**src/rtl/pwm_pkg.sv**
```systemverilog
/*
  Shared constants and types for the two-channel pulse-division PWM:
  register offsets, reset values, timebase sizes and the clock-select decode.
  Assumes one 50 MHz system clock and a byte-wide register port.
*/
package pwm_pkg;

  // register offsets on the byte port
  localparam logic [2:0] CTRL_OFS = 3'h0;
  localparam logic [2:0] STATUS_OFS = 3'h1;
  localparam logic [2:0] DUTY_LOWER_OFS = 3'h2;
  localparam logic [2:0] DUTY_UPPER_OFS = 3'h3;
  localparam logic [2:0] DUTY_STRIDE = 3'h2;

  // control field positions
  localparam int SEL_LSB = 0;
  localparam int FMT_BIT = 2;

  // values after reset: duty pair resets to fc00 with the live bits all zero; duty bytes read as ff
  localparam logic [15:0] DUTY_RESET = 16'hfc00;
  localparam logic [7:0] DUTY_LOWER_RESET = DUTY_RESET[7:0];
  localparam logic [1:0] DUTY_UPPER_RESET = DUTY_RESET[9:8];
  localparam logic [7:0] READ_ALL_ONES = 8'hff;
  localparam logic [7:0] READ_UNMAPPED = 8'h00;

  // timebase: 512 input-clock slots per period, four sub-pulses of 128 slots
  localparam int PHASE_BITS = 9;
  localparam logic [8:0] PHASE_LAST = 9'h1ff;
  localparam logic [10:0] DUTY_OFFSET = 11'h004;
  localparam logic [9:0] FULL_HIGH_MIN = 10'h3fc;

  typedef enum logic [1:0] {
    DIV_1 = 2'b00,
    DIV_2 = 2'b01,
    DIV_4 = 2'b10,
    DIV_8 = 2'b11
  } clk_sel_type;

  localparam clk_sel_type CTRL_SEL_RESET = DIV_1;
  localparam logic CTRL_FMT_RESET = 1'b0;

  typedef struct packed {
    logic fmt;
    clk_sel_type sel;
  } ctrl_type;

  typedef struct packed {
    logic [2:0] addr;
    logic [7:0] wdata;
    logic wr;
    logic rd;
  } bus_req_type;

  // last prescaler count for each clock select
  function automatic logic [2:0] div_last_f(input clk_sel_type sel);
    case (sel)
      DIV_1: div_last_f = 3'h0;
      DIV_2: div_last_f = 3'h1;
      DIV_4: div_last_f = 3'h3;
      DIV_8: div_last_f = 3'h7;
      default: div_last_f = 3'h0;
    endcase
  endfunction

endpackage

```
**src/rtl/pulse_division_ten_bit_pwm.sv**
```systemverilog
/*
  Two-channel 10-bit pulse-division PWM with byte register port.
  Below duty 3fc each period is four sub-pulses whose summed high time follows the duty.
  Assumes RUN and EVENT_PWM come from logic on CLK; software keeps byte
  accesses and writes the lower duty byte before the upper one.
*/
`timescale 1ns/1ps
`default_nettype none

module pulse_division_ten_bit_pwm
  import pwm_pkg::*;
#(
  parameter bit HAS_FORMAT_SELECT = 1'b1
)
(
  input wire logic CLK,
  input wire logic RSTN,
  input wire logic [2:0] ADDR,
  input wire logic [7:0] WDATA,
  input wire logic WR,
  input wire logic RD,
  output logic [7:0] RDATA,
  input wire logic RUN,
  input wire logic [1:0] EVENT_PWM,
  output logic CHANNEL_ONE_OUTPUT,
  output logic CHANNEL_TWO_OUTPUT
);

  bus_req_type req;
  ctrl_type ctrl_q;
  logic fmt_event;
  logic tick;
  logic first_half;
  logic boundary;
  logic [PHASE_BITS-1:0] phase_q;
  logic [7:0] rdata_q;
  logic [7:0] read_d;
  logic [7:0] lower_q [2];
  logic [9:0] staged_q [2];
  logic [9:0] active_q [2];
  logic [1:0] pending_q;
  logic [1:0] out_q;
  logic [1:0] odd_q;
  logic [1:0] odd_seen_q;
  logic [1:0] pin;

  assign req = '{addr: ADDR, wdata: WDATA, wr: WR, rd: RD};

  function automatic logic hit_f(input bus_req_type r, input logic [2:0] ofs, input logic is_wr);
    hit_f = (r.addr == ofs) && (is_wr ? r.wr : r.rd);
  endfunction

  function automatic logic [2:0] lower_ofs_f(input int ch);
    lower_ofs_f = DUTY_LOWER_OFS + DUTY_STRIDE * ch[2:0];
  endfunction

  function automatic logic [2:0] upper_ofs_f(input int ch);
    upper_ofs_f = DUTY_UPPER_OFS + DUTY_STRIDE * ch[2:0];
  endfunction

  // event format only on the variant with the bit
  assign fmt_event = HAS_FORMAT_SELECT && ctrl_q.fmt;

  // control register; only live bits are stored
  always_ff @(posedge CLK) begin
    if (!RSTN) begin
      ctrl_q <= '{fmt: CTRL_FMT_RESET, sel: CTRL_SEL_RESET};
    end else if (hit_f(req, CTRL_OFS, 1'b1)) begin
      ctrl_q.sel <= clk_sel_type'(req.wdata[SEL_LSB+1:SEL_LSB]);
      ctrl_q.fmt <= HAS_FORMAT_SELECT ? req.wdata[FMT_BIT] : CTRL_FMT_RESET;
    end
  end

  // RUN low (low-power modes) freezes the timebase, registers kept
  pwm_prescaler prescaler_i (
    .clk(CLK),
    .rstn(RSTN),
    .sel(ctrl_q.sel),
    .run(RUN),
    .tick(tick),
    .first_half(first_half)
  );

  assign boundary = tick && (phase_q == PHASE_LAST);

  always_ff @(posedge CLK) begin
    if (!RSTN) begin
      phase_q <= '0;
    end else if (tick) begin
      phase_q <= phase_q + 9'h001;
    end
  end

  // read path: data stands in the cycle after the strobe only
  always_comb begin
    read_d = READ_UNMAPPED;
    case (req.addr)
      CTRL_OFS: read_d = {5'b11111, HAS_FORMAT_SELECT ? ctrl_q.fmt : 1'b1, ctrl_q.sel};
      STATUS_OFS: read_d = {4'h0, out_q, pending_q};
      lower_ofs_f(0), upper_ofs_f(0), lower_ofs_f(1), upper_ofs_f(1): read_d = READ_ALL_ONES;
      default: read_d = READ_UNMAPPED;
    endcase
  end

  always_ff @(posedge CLK) begin
    if (!RSTN) begin
      rdata_q <= READ_UNMAPPED;
    end else begin
      rdata_q <= req.rd ? read_d : READ_UNMAPPED;
    end
  end

  assign RDATA = rdata_q;

  // one generator per channel on a shared timebase
  genvar ch;
  generate
    for (ch = 0; ch < 2; ch++) begin : g_chan
      logic [10:0] total;
      logic [8:0] base;
      logic [1:0] rem;
      logic [8:0] width;
      logic [7:0] pos;
      logic force_high;
      logic full_slot;
      logic odd_slot;
      logic out_d;

      // each byte is its own register, word access is not decoded
      // lower byte staged alone, upper two bits join it
      always_ff @(posedge CLK) begin
        if (!RSTN) begin
          lower_q[ch] <= DUTY_LOWER_RESET;
          staged_q[ch] <= {DUTY_UPPER_RESET, DUTY_LOWER_RESET};
        end else begin
          if (hit_f(req, lower_ofs_f(ch), 1'b1)) begin
            lower_q[ch] <= req.wdata;
          end
          if (hit_f(req, upper_ofs_f(ch), 1'b1)) begin
            staged_q[ch] <= {req.wdata[1:0], lower_q[ch]};
          end
        end
      end

      // upper write arms a load taken at the period boundary
      // a write in the boundary cycle wins so that value is not lost
      always_ff @(posedge CLK) begin
        if (!RSTN) begin
          pending_q[ch] <= 1'b0;
          active_q[ch] <= {DUTY_UPPER_RESET, DUTY_LOWER_RESET};
        end else begin
          if (boundary && pending_q[ch]) begin
            active_q[ch] <= staged_q[ch];
          end
          if (hit_f(req, upper_ofs_f(ch), 1'b1)) begin
            pending_q[ch] <= 1'b1;
          end else if (boundary) begin
            pending_q[ch] <= 1'b0;
          end
        end
      end

      // total in half slots is duty + 4
      assign total = {1'b0, active_q[ch]} + DUTY_OFFSET;
      // equal share, remainder one half slot each to first pulses
      assign base = total[10:2];
      assign rem = total[1:0];
      // phase bits 8:7 pick one of four sub-pulses
      assign width = base + {8'h00, (phase_q[8:7] < rem)};
      assign pos = {1'b0, phase_q[6:0]};
      assign full_slot = pos < width[8:1];
      assign odd_slot = width[0] && (pos == width[8:1]);
      assign force_high = active_q[ch] >= FULL_HIGH_MIN;

      // for /2 and up the half slot is the prescaler's first half
      always_comb begin
        if (fmt_event) begin
          out_d = EVENT_PWM[ch];
        end else begin
          out_d = force_high || full_slot || (odd_slot && ctrl_q.sel != DIV_1 && first_half);
        end
      end

      always_ff @(posedge CLK) begin
        if (!RSTN) begin
          out_q[ch] <= 1'b0;
          odd_q[ch] <= 1'b0;
        end else if (RUN) begin
          out_q[ch] <= out_d;
          odd_q[ch] <= odd_slot && ctrl_q.sel == DIV_1 && !force_high && !fmt_event;
        end
      end

      // at phi the half step needs the falling edge; the pin is the
      // OR of flops so it stays glitch-free, traded for a negedge stage
      always_ff @(negedge CLK) begin
        if (!RSTN) begin
          odd_seen_q[ch] <= 1'b0;
        end else begin
          odd_seen_q[ch] <= odd_q[ch];
        end
      end

      assign pin[ch] = out_q[ch] || (odd_q[ch] && !odd_seen_q[ch]);
    end
  endgenerate

  assign CHANNEL_ONE_OUTPUT = pin[0];
  assign CHANNEL_TWO_OUTPUT = pin[1];

  // helper: count high clocks of channel one over each output period
  logic seg1_q;
  logic seg2_q;
  logic clean_q;
  logic cond_now;
  logic [10:0] hi_cnt_q;
  logic [9:0] ref_q;

  assign cond_now = ctrl_q.sel == DIV_2 && RUN && !fmt_event && active_q[0] < FULL_HIGH_MIN;

  always_ff @(posedge CLK) begin
    if (!RSTN) begin
      seg1_q <= 1'b0;
      seg2_q <= 1'b0;
      clean_q <= 1'b0;
      hi_cnt_q <= '0;
      ref_q <= '0;
    end else begin
      seg1_q <= boundary;
      seg2_q <= seg1_q;
      if (seg2_q) begin
        hi_cnt_q <= {10'h000, out_q[0]};
        ref_q <= active_q[0];
        clean_q <= cond_now;
      end else begin
        hi_cnt_q <= hi_cnt_q + {10'h000, out_q[0]};
        clean_q <= clean_q && cond_now;
      end
    end
  end

  // high clocks of channel one per sub-pulse, kept for the last two
  // so neighbours can be compared; only whole divide-by-2 windows count
  logic quarter;
  logic [1:0] qdly_q;
  logic [8:0] sub_cnt_q;
  logic [8:0] sub_prev_q;
  logic [9:0] sub_ref_q;
  logic [9:0] sub_prev_ref_q;
  logic sub_clean_q;
  logic sub_valid_q;

  assign quarter = tick && (phase_q[6:0] == PHASE_LAST[6:0]);

  always_ff @(posedge CLK) begin
    if (!RSTN) begin
      qdly_q <= 2'b00;
      sub_cnt_q <= '0;
      sub_prev_q <= '0;
      sub_ref_q <= '0;
      sub_prev_ref_q <= '0;
      sub_clean_q <= 1'b0;
      sub_valid_q <= 1'b0;
    end else begin
      qdly_q <= {qdly_q[0], quarter};
      if (qdly_q[1]) begin
        sub_cnt_q <= {8'h00, out_q[0]};
        sub_prev_q <= sub_cnt_q;
        sub_ref_q <= active_q[0];
        sub_prev_ref_q <= sub_ref_q;
        sub_clean_q <= cond_now;
        sub_valid_q <= sub_clean_q;
      end else begin
        sub_cnt_q <= sub_cnt_q + {8'h00, out_q[0]};
        sub_clean_q <= sub_clean_q && cond_now;
      end
    end
  end
endmodule

`default_nettype wire

```
**src/rtl/pwm_prescaler.sv**
```systemverilog
/*
  Prescaler for the PWM input clock: one-cycle enable every 1, 2, 4 or 8
  system clocks, plus a flag for the first half of the current input-clock slot.
  Assumes sel and run come from logic on the same clock.
*/
`timescale 1ns/1ps
`default_nettype none

module pwm_prescaler
  import pwm_pkg::*;
(
  input wire logic clk,
  input wire logic rstn,
  input wire clk_sel_type sel,
  input wire logic run,
  output logic tick,
  output logic first_half
);

  logic [2:0] cnt_q;
  logic [2:0] last;

  assign last = div_last_f(sel);

  // divided input clock
  // >= rather than == so a smaller divider takes effect at once
  always_ff @(posedge clk) begin
    if (!rstn) begin
      cnt_q <= 3'h0;
    end else if (run) begin
      if (cnt_q >= last) begin
        cnt_q <= 3'h0;
      end else begin
        cnt_q <= cnt_q + 3'h1;
      end
    end
  end

  assign tick = run && (cnt_q >= last);
  assign first_half = cnt_q <= (last >> 1);
endmodule

`default_nettype wire

```
**config.mk**
```make
export PLATFORM = sky130hd
export DESIGN_NAME = pulse_division_ten_bit_pwm
export DESIGN_NICKNAME = d
export VERILOG_FILES = /design/src/rtl/pwm_pkg.sv /design/src/rtl/pulse_division_ten_bit_pwm.sv /design/src/rtl/pwm_prescaler.sv
export SDC_FILE = /design/constraint.sdc
export NUM_CORES = 1
export LEC_CHECK = 0
export ABC_CLOCK_PERIOD_IN_PS = 7900
export BUFFER_PORTS_ARGS = -buffer_cell sky130_fd_sc_hd__buf_2
export CORE_MARGIN = 8
export CORE_UTILIZATION = 35
export DETAILED_ROUTE_END_ITERATION = 16
export SKIP_LAST_GASP = 1
export SYNTH_ARGS = -nofsm -noshare
export SYNTH_HDL_FRONTEND = slang
export SYNTH_SLANG_ARGS = --single-unit
```
**constraint.sdc**
```tcl
create_clock -name CLK -period 7.9 [get_ports CLK]
set_clock_uncertainty 0.1 [all_clocks]
set_input_delay 1.58 -clock CLK [delete_from_list [all_inputs] [get_ports CLK]]
set_output_delay 1.58 -clock CLK [all_outputs]
set_load 0.01 [all_outputs]
```
==> summary.txt, run 1 <==
outcome -> complete, no violations
drt via density -> 5.01
P_sw -> 262 µW
Hold EP -> odd_q[0]$_SDFFE_PN0P_
CP Launch Type -> flip-flop
Synth area leaders -> edfxtp_1, dfxtp_1, ha_1
Post-synth top flop -> edfxtp_1
antenna diode instance count -> 0
Layout area overhead -> 11.9%
mapped cell area -> 0.00468 mm²
hold buffer count at cts -> 0
most common cell after layout, fill and taps aside -> edfxtp_1
Post-route DRC -> 0
Port Buffers -> 27
total number of vias -> 3282
PwrDens -> 193 mW/mm²
part of the power in registers -> 49.8%
worst vdd ir -> 0.112 mV
critical path's slowest cell -> dfxtp_1
HP Class -> flip-flop to flip-flop
Rel. slew slack -> 28.6%
post-CTS setup buffer count -> 0
GRT Residual Overflow -> 0
Initial DRC Count -> 138
synthesized instance count -> 456
Avg Inst Size Synth -> 10.3 µm²
worst path cell trace -> inv_1, a21o_1, buf_2
TritonCTS clock tree -> built
ratio of cells with drive above 1 in the final layout -> 11.5%
combinational power share -> 8.7%
row cnt -> 42
clock share of power -> 41.5%
CP endpoint kind -> primary output
NumNets Final -> 522
HPWL after detailed placement -> 7030 µm
critical path class -> flip-flop to primary output
initial antenna violation count -> 0
gpl congestion -> 0.808
Worst Slack Setup Final -> 1260 ps
cells on worst reg2reg path -> 1
Post-synth ARST share -> 0%
Die ar. -> 0.0173 mm²
Routed WL -> 9330 µm
Crit path required time -> 6220 ps
worst r2r src -> odd_q[0]$_SDFFE_PN0P_
CP startpoint -> odd_seen_q[0]$_SDFF_NN0_
RSZ-0062 raised after global routing -> no
die extent in y -> 132 µm
Syn. warnings -> 0
register area share after synthesis -> 47.9%
TNS Setup -> 0 ps
Top Family by Delay on Critical Path -> flip-flops
I/O Pins -> 28
R2R Path End -> odd_seen_q[0]$_SDFF_NN0_
share of the synthesized area in the top cell type -> 36.0%
Initial Utilization -> 35.6%
switching share of power -> 25.9%
CP bufs+invs -> 2
clock latency on the worst-skew pair -> 340 ps
Resized Gates After CTS -> 0
Sink Count -> 84
max_cap viols -> 0
number of synthesized register bits -> 84
Leak Pwr -> 0.00213 µW
setup violators final -> 0
Critical Path Max Stage Delay -> 300 ps
crit path DAT -> 4960 ps
H-tree depth -> 3
die width -> 132 µm
layout filler cell count -> 1296
EDFF count, synth -> 56
WL/cell -> 14.2 µm
Max FO, Critical Path -> 1
Final Max Tran Viols -> 0
count of different cell masters after synthesis -> 57
hold_sp -> odd_q[0]$_SDFFE_PN0P_
Fin. Hold Viols -> 0
total CTS buffers -> 9
vias in the first global route -> 3271
area leader, netlist -> edfxtp_1
largest net degree at the start of global routing -> 25
Total Routing Usage GR -> 10.9%
worst hold stages -> 2
clk buf depth -> 2
core area -> 0.0131 mm²
first-pass GRT wire length -> 15600 µm
most frequent cells in the layout -> edfxtp_1, and2_1, ha_1, nand2_1, dfxtp_1
dpl ws -> 1650 ps
Post-DRT Antenna Nets -> 0
CTS clock-pin slew for the worst setup and hold paths -> 70 ps
Syn Nets -> 504
Pre-antenna DRT Iters -> 4
Root Buffer -> clkbuf_16
Worst-Margin Slew -> 1060 ps
R2R setup slack -> 3330 ps
Internal -> 750 µW
==> power groups by stage <==
| stage | Sequential, µW | Clock (µW) | Combinational (µW) |
|---|---|---|---|
| 6_report | 504 | 420 | 88.6 |
| 3_3_place_gp | 512 | 2.38 | 86.3 |
| 3_5_place_dp | 513 | 2.38 | 88.7 |
| 4_1_cts | 503 | 428 | 89.4 |
| 5_1_grt | 506 | 445 | 100 |
| 2_1_floorplan | 504 | 2.38 | 70.5 |
==> routing by layer <==
layer	global-route usage, %	wire [µm]
met5	0	0
met4	4.59	208
met3	2.90	476
met2	17.2	4100
met1	13.7	4550
==> Yosys cell counts (5+ instances only) <==
library cell  instances
and3_1               23
nand2_1              29
ha_1                 30
buf_2                 9
nor2b_1               5
a21oi_1              26
o21ai_0              18
a21o_1               11
dfxtp_1              28
nor2_1               21
xnor2_1              11
mux2i_1               9
and2_1               43
nand4_1               7
nand3b_1              5
edfxtp_1             56
clkbuf_1              9
nand3_1              22
xor2_1                9
nand2b_1             10
inv_1                16
==> registers in the layout, indices dropped and copies added (netlist names) <==
signal / count
active_q: 20
staged_q: 20
lower_q: 16
phase_q: 9
RDATA: 5
prescaler_i.cnt_q: 3
ctrl_q: 2
odd_q: 2
odd_seen_q: 2
out_q: 2
pending_q: 2
fmt_event: 1
==> per-stage QoR <==
step	utilization [%]	cells	hold WS, ps	total power (µW)	cell area (µm²)
detailed placement	37.5	638	380	604	4930
finish	39.8	655	386	1010	5230
global placement	37.5	638	374	601	4930
CTS	39.8	655	390	1020	5230
floorplan	-	456	340	577	4680
global route	39.8	655	419	1050	5230
==> tightest hold or removal path: cells and delay by family, from the launching register on <==
kind               cells  cell delay [ps]
AOI/OAI and AO/OA      1               60
and+or+nand+nor        1               50
DFF                    1              320
==> how the worst max path moves through the flow <==
| stage | depth (start not counted) | endpoint | slack [ps] |
|---|---|---|---|
| 2_1_floorplan | 3 | odd_seen_q[0]$_SDFF_NN0_ | 1610 |
| 3_3_place_gp | 3 | CHANNEL_TWO_OUTPUT | 1660 |
| 3_5_place_dp | 3 | CHANNEL_TWO_OUTPUT | 1650 |
| 4_1_cts | 3 | CHANNEL_ONE_OUTPUT | 1250 |
| 5_1_grt | 3 | CHANNEL_ONE_OUTPUT | 1210 |
| 6_report | 3 | CHANNEL_ONE_OUTPUT | 1260 |
==> area by class of cell <==
| cell class | count | area (µm²) | share of cell area [%] |
|---|---|---|---|
| clock buffers | 9 | 225 | 4.30 |
| multi-input cells | 331 | 2250 | 42.9 |
| flip-flops and latches | 84 | 2240 | 42.9 |
| well taps | 176 | 220 | 4.21 |
| repair buffers | 29 | 150 | 2.87 |
| clock inverters | 9 | 83.8 | 1.60 |
| inverters | 17 | 63.8 | 1.22 |
==> cells by family (layout without fill, tap and decap cells) <==
logic type | Yosys count | after routing | share of synthesized area (%)
AO/OA/AOI/OAI | 88 | 88 | 12.4
XOR/XNOR | 20 | 20 | 3.75
adder cells (fa/ha/maj) | 30 | 30 | 8.03
buffers and inverters | 41 | 64 | 4.01
flip-flops | 84 | 84 | 47.9
multiplexers | 10 | 10 | 2.17
AND/OR/NAND/NOR | 183 | 183 | 21.7
Note: power is estimated with default switching activity, not from simulation.
==> run 2: changes to the inputs <==
--- a/config.mk
+++ b/config.mk
@@ -5,7 +5,8 @@
 export SDC_FILE = /design/constraint.sdc
 export NUM_CORES = 1
 export LEC_CHECK = 0
-export ABC_CLOCK_PERIOD_IN_PS = 7900
+export ABC_AREA = 1
+export ABC_CLOCK_PERIOD_IN_PS = 5300
 export BUFFER_PORTS_ARGS = -buffer_cell sky130_fd_sc_hd__buf_2
 export CORE_MARGIN = 8
 export CORE_UTILIZATION = 35
==> constraint.sdc (replaced) <==
create_clock -name CLK -period 5.3 [get_ports CLK]
set_clock_uncertainty 0.1 [all_clocks]
set_input_delay 1.06 -clock CLK [delete_from_list [all_inputs] [get_ports CLK]]
set_output_delay 1.06 -clock CLK [all_outputs]
set_load 0.01 [all_outputs]
==> summary.txt, run 2 <==
Post-DRT Antenna Nets -> 0
Routed WL -> 8830 µm
GRT Residual Overflow -> 0
part of the power in registers -> 49.3%
ratio of cells with drive above 1 in the final layout -> 12.8%
Die ar. -> 0.0170 mm²
CP Launch Type -> flip-flop
CP endpoint kind -> primary output
vias in the first global route -> 3192
PwrDens -> 293 mW/mm²
area occupied by multi-input gates -> 0.00189 mm²
core area -> 0.0130 mm²
Crit path required time -> 4140 ps
I/O Pins -> 28
HP Class -> flip-flop to flip-flop
Leak Pwr -> 0.00237 µW
Port Buffers -> 27
Root Buffer -> clkbuf_16
crit path DAT -> 3580 ps
share of the synthesized area in the top cell type -> 36.6%
CTS clock-pin slew for the worst setup and hold paths -> 60 ps
antenna diode instance count -> 0
switching share of power -> 24.3%
total CTS buffers -> 9
worst path cell trace -> o21bai_1, buf_2
Post-Synth Simple-Gate Area -> 24.6%
Internal -> 1150 µW
Post-route DRC -> 0
critical path class -> flip-flop to primary output
Synth Area in Compound Gates -> 6.54%
Synth area leaders -> edfxtp_1, dfxtp_1, inv_1
largest net degree at the start of global routing -> 26
most frequent cells in the layout -> inv_1, nand2_1, nor2_1, edfxtp_1, ha_1
register area share after synthesis -> 48.8%
post-CTS setup buffer count -> 0
Critical Path Max Stage Delay -> 280 ps
row cnt -> 42
Sink Count -> 84
die width -> 131 µm
Avg Inst Size Synth -> 8.57 µm²
most instantiated cells after synthesis -> inv_1, nand2_1, nor2_1, edfxtp_1, ha_1
hold buffer count at cts -> 0
max_cap viols -> 0
Syn. warnings -> 0
top-count cell post-synth -> inv_1
Total Power -> 1520 µW
register area -> 0.00224 mm²
Worst-Margin Slew -> 974 ps
Resized Gates After CTS -> 0
first-pass GRT wire length -> 14700 µm
setup violators final -> 0
layout filler cell count -> 1346
number of synthesized register bits -> 84
Final Max Tran Viols -> 0
critical path's slowest cell -> dfxtp_1
Fin. Hold Viols -> 0
Initial DRC Count -> 169
mapped cell area -> 0.00459 mm²
clock share of power -> 40.6%
area leader, netlist -> edfxtp_1
initial antenna violation count -> 0
Initial Utilization -> 35.2%
Syn Nets -> 584
P_sw -> 370 µW
clk buf depth -> 2
combinational power share -> 10.1%
count of different cell masters after synthesis -> 37
Post-synth ARST share -> 0%
most common cell after layout, fill and taps aside -> inv_1
Layout area overhead -> 13.2%
Rel. slew slack -> 34.4%
Synth Area in XOR/XNOR -> 1.91%
RSZ-0062 raised after global routing -> no
Pre-antenna DRT Iters -> 4
TritonCTS clock tree -> built
post-synthesis adder-cell area fraction -> 8.17%
drt via density -> 4.52
clock latency on the worst-skew pair -> 340 ps
synthesized instance count -> 536
Max FO, Critical Path -> 1
total number of vias -> 3381
TNS Setup -> 0 ps
worst vdd ir -> 0.208 mV
H-tree depth -> 3
Post-synth top flop -> edfxtp_1
post-synthesis mux area share -> 0%
R2R setup slack -> 2070 ps
largest family of logic cells by synthesized area -> simple AND/OR/NAND/NOR gates
HPWL after detailed placement -> 6980 µm
WL/cell -> 11.8 µm
Total Routing Usage GR -> 11.1%
largest registers -> active_q: 20 flops, staged_q: 20 flops, lower_q: 16 flops
NumNets Final -> 615
die extent in y -> 131 µm
gpl congestion -> 0.815
EDFF count, synth -> 56
outcome -> complete, no violations
==> run 2: cell types whose count changed in the layout (fill, tap and decap cells not counted), moves of 5 or more <==
cell | previous run | this run
nor2b_1 | 5 | 0
inv_1 | 17 | 105
nand3b_1 | 5 | 0
and2_1 | 43 | 0
o21ai_0 | 18 | 13
a21o_1 | 11 | 0
xnor2_1 | 11 | 3
nor2_1 | 21 | 81
nand2b_1 | 10 | 0
nand2_2 | 0 | 10
mux2i_1 | 9 | 0
and3_1 | 23 | 0
nand2_1 | 29 | 89
==> run 2: path summary, 6_finish.rpt <==
path,startpoint,to,depth (start not counted)
worst max register to register,odd_q[1]$_SDFFE_PN0P_,odd_seen_q[1]$_SDFF_NN0_,2
worst min-delay path,odd_q[1]$_SDFFE_PN0P_,odd_q[1]$_SDFFE_PN0P_,2
worst min register to register,odd_q[1]$_SDFFE_PN0P_,odd_q[1]$_SDFFE_PN0P_,2
worst max-delay path,odd_seen_q[0]$_SDFF_NN0_,CHANNEL_ONE_OUTPUT,2
==> run 2: layer usage <==
metal / wire length [µm] / vias to the layer above / track usage, %
met5: 0 / - / 0
met4: 97 / 0 / 4.86
met3: 535 / 7 / 3.33
met2: 4190 / 64 / 18.1
met1: 4010 / 1526 / 13.5
li1: - / 1784 / -
==> run 2: cells by family (layout without fill, tap and decap cells) <==
group / after synthesis / count (layout)
AOI/OAI and AO/OA: 52 / 52
xor gates and xnor gates: 10 / 10
adders and majority gates: 30 / 30
buffers and inverters: 116 / 152
DFF: 84 / 84
and+or+nand+nor: 244 / 244
==> run 2: critical path, delay by kind of cell, from the launching register on <==
kind,cells,cell delay (ps)
flops,1,280
compound gates,1,120
buf+inv,1,140
==> run 2: area by class of cell <==
| type | count | area share, % |
|---|---|---|
| timing repair buffer | 29 | 2.89 |
| inverter | 105 | 7.58 |
| tap | 176 | 4.24 |
| multi-input combinational | 336 | 36.4 |
| clock inverter | 8 | 1.37 |
| clock buffer | 10 | 4.40 |
| sequential | 84 | 43.1 |
==> run 2: per-stage QoR <==
stage	area (µm²)	hold WS (ps)	worst slack (ps)	utilization, %	cells
3_5_place_dp	4900	386	942	37.6	731
6_report	5200	382	555	39.9	748
2_1_floorplan	4590	350	844	-	536
4_1_cts	5200	394	538	39.9	748
3_3_place_gp	4900	364	951	37.6	731
5_1_grt	5200	420	464	39.9	748
==> run 2: power by group through the flow <==
stage	clock network (µW)	registers (µW)	logic [µW]
after CTS	634	750	157
after floorplan	3.55	757	116
after detailed placement	3.55	763	156
after global routing	657	753	179
after global placement	3.55	762	150
final	617	750	154
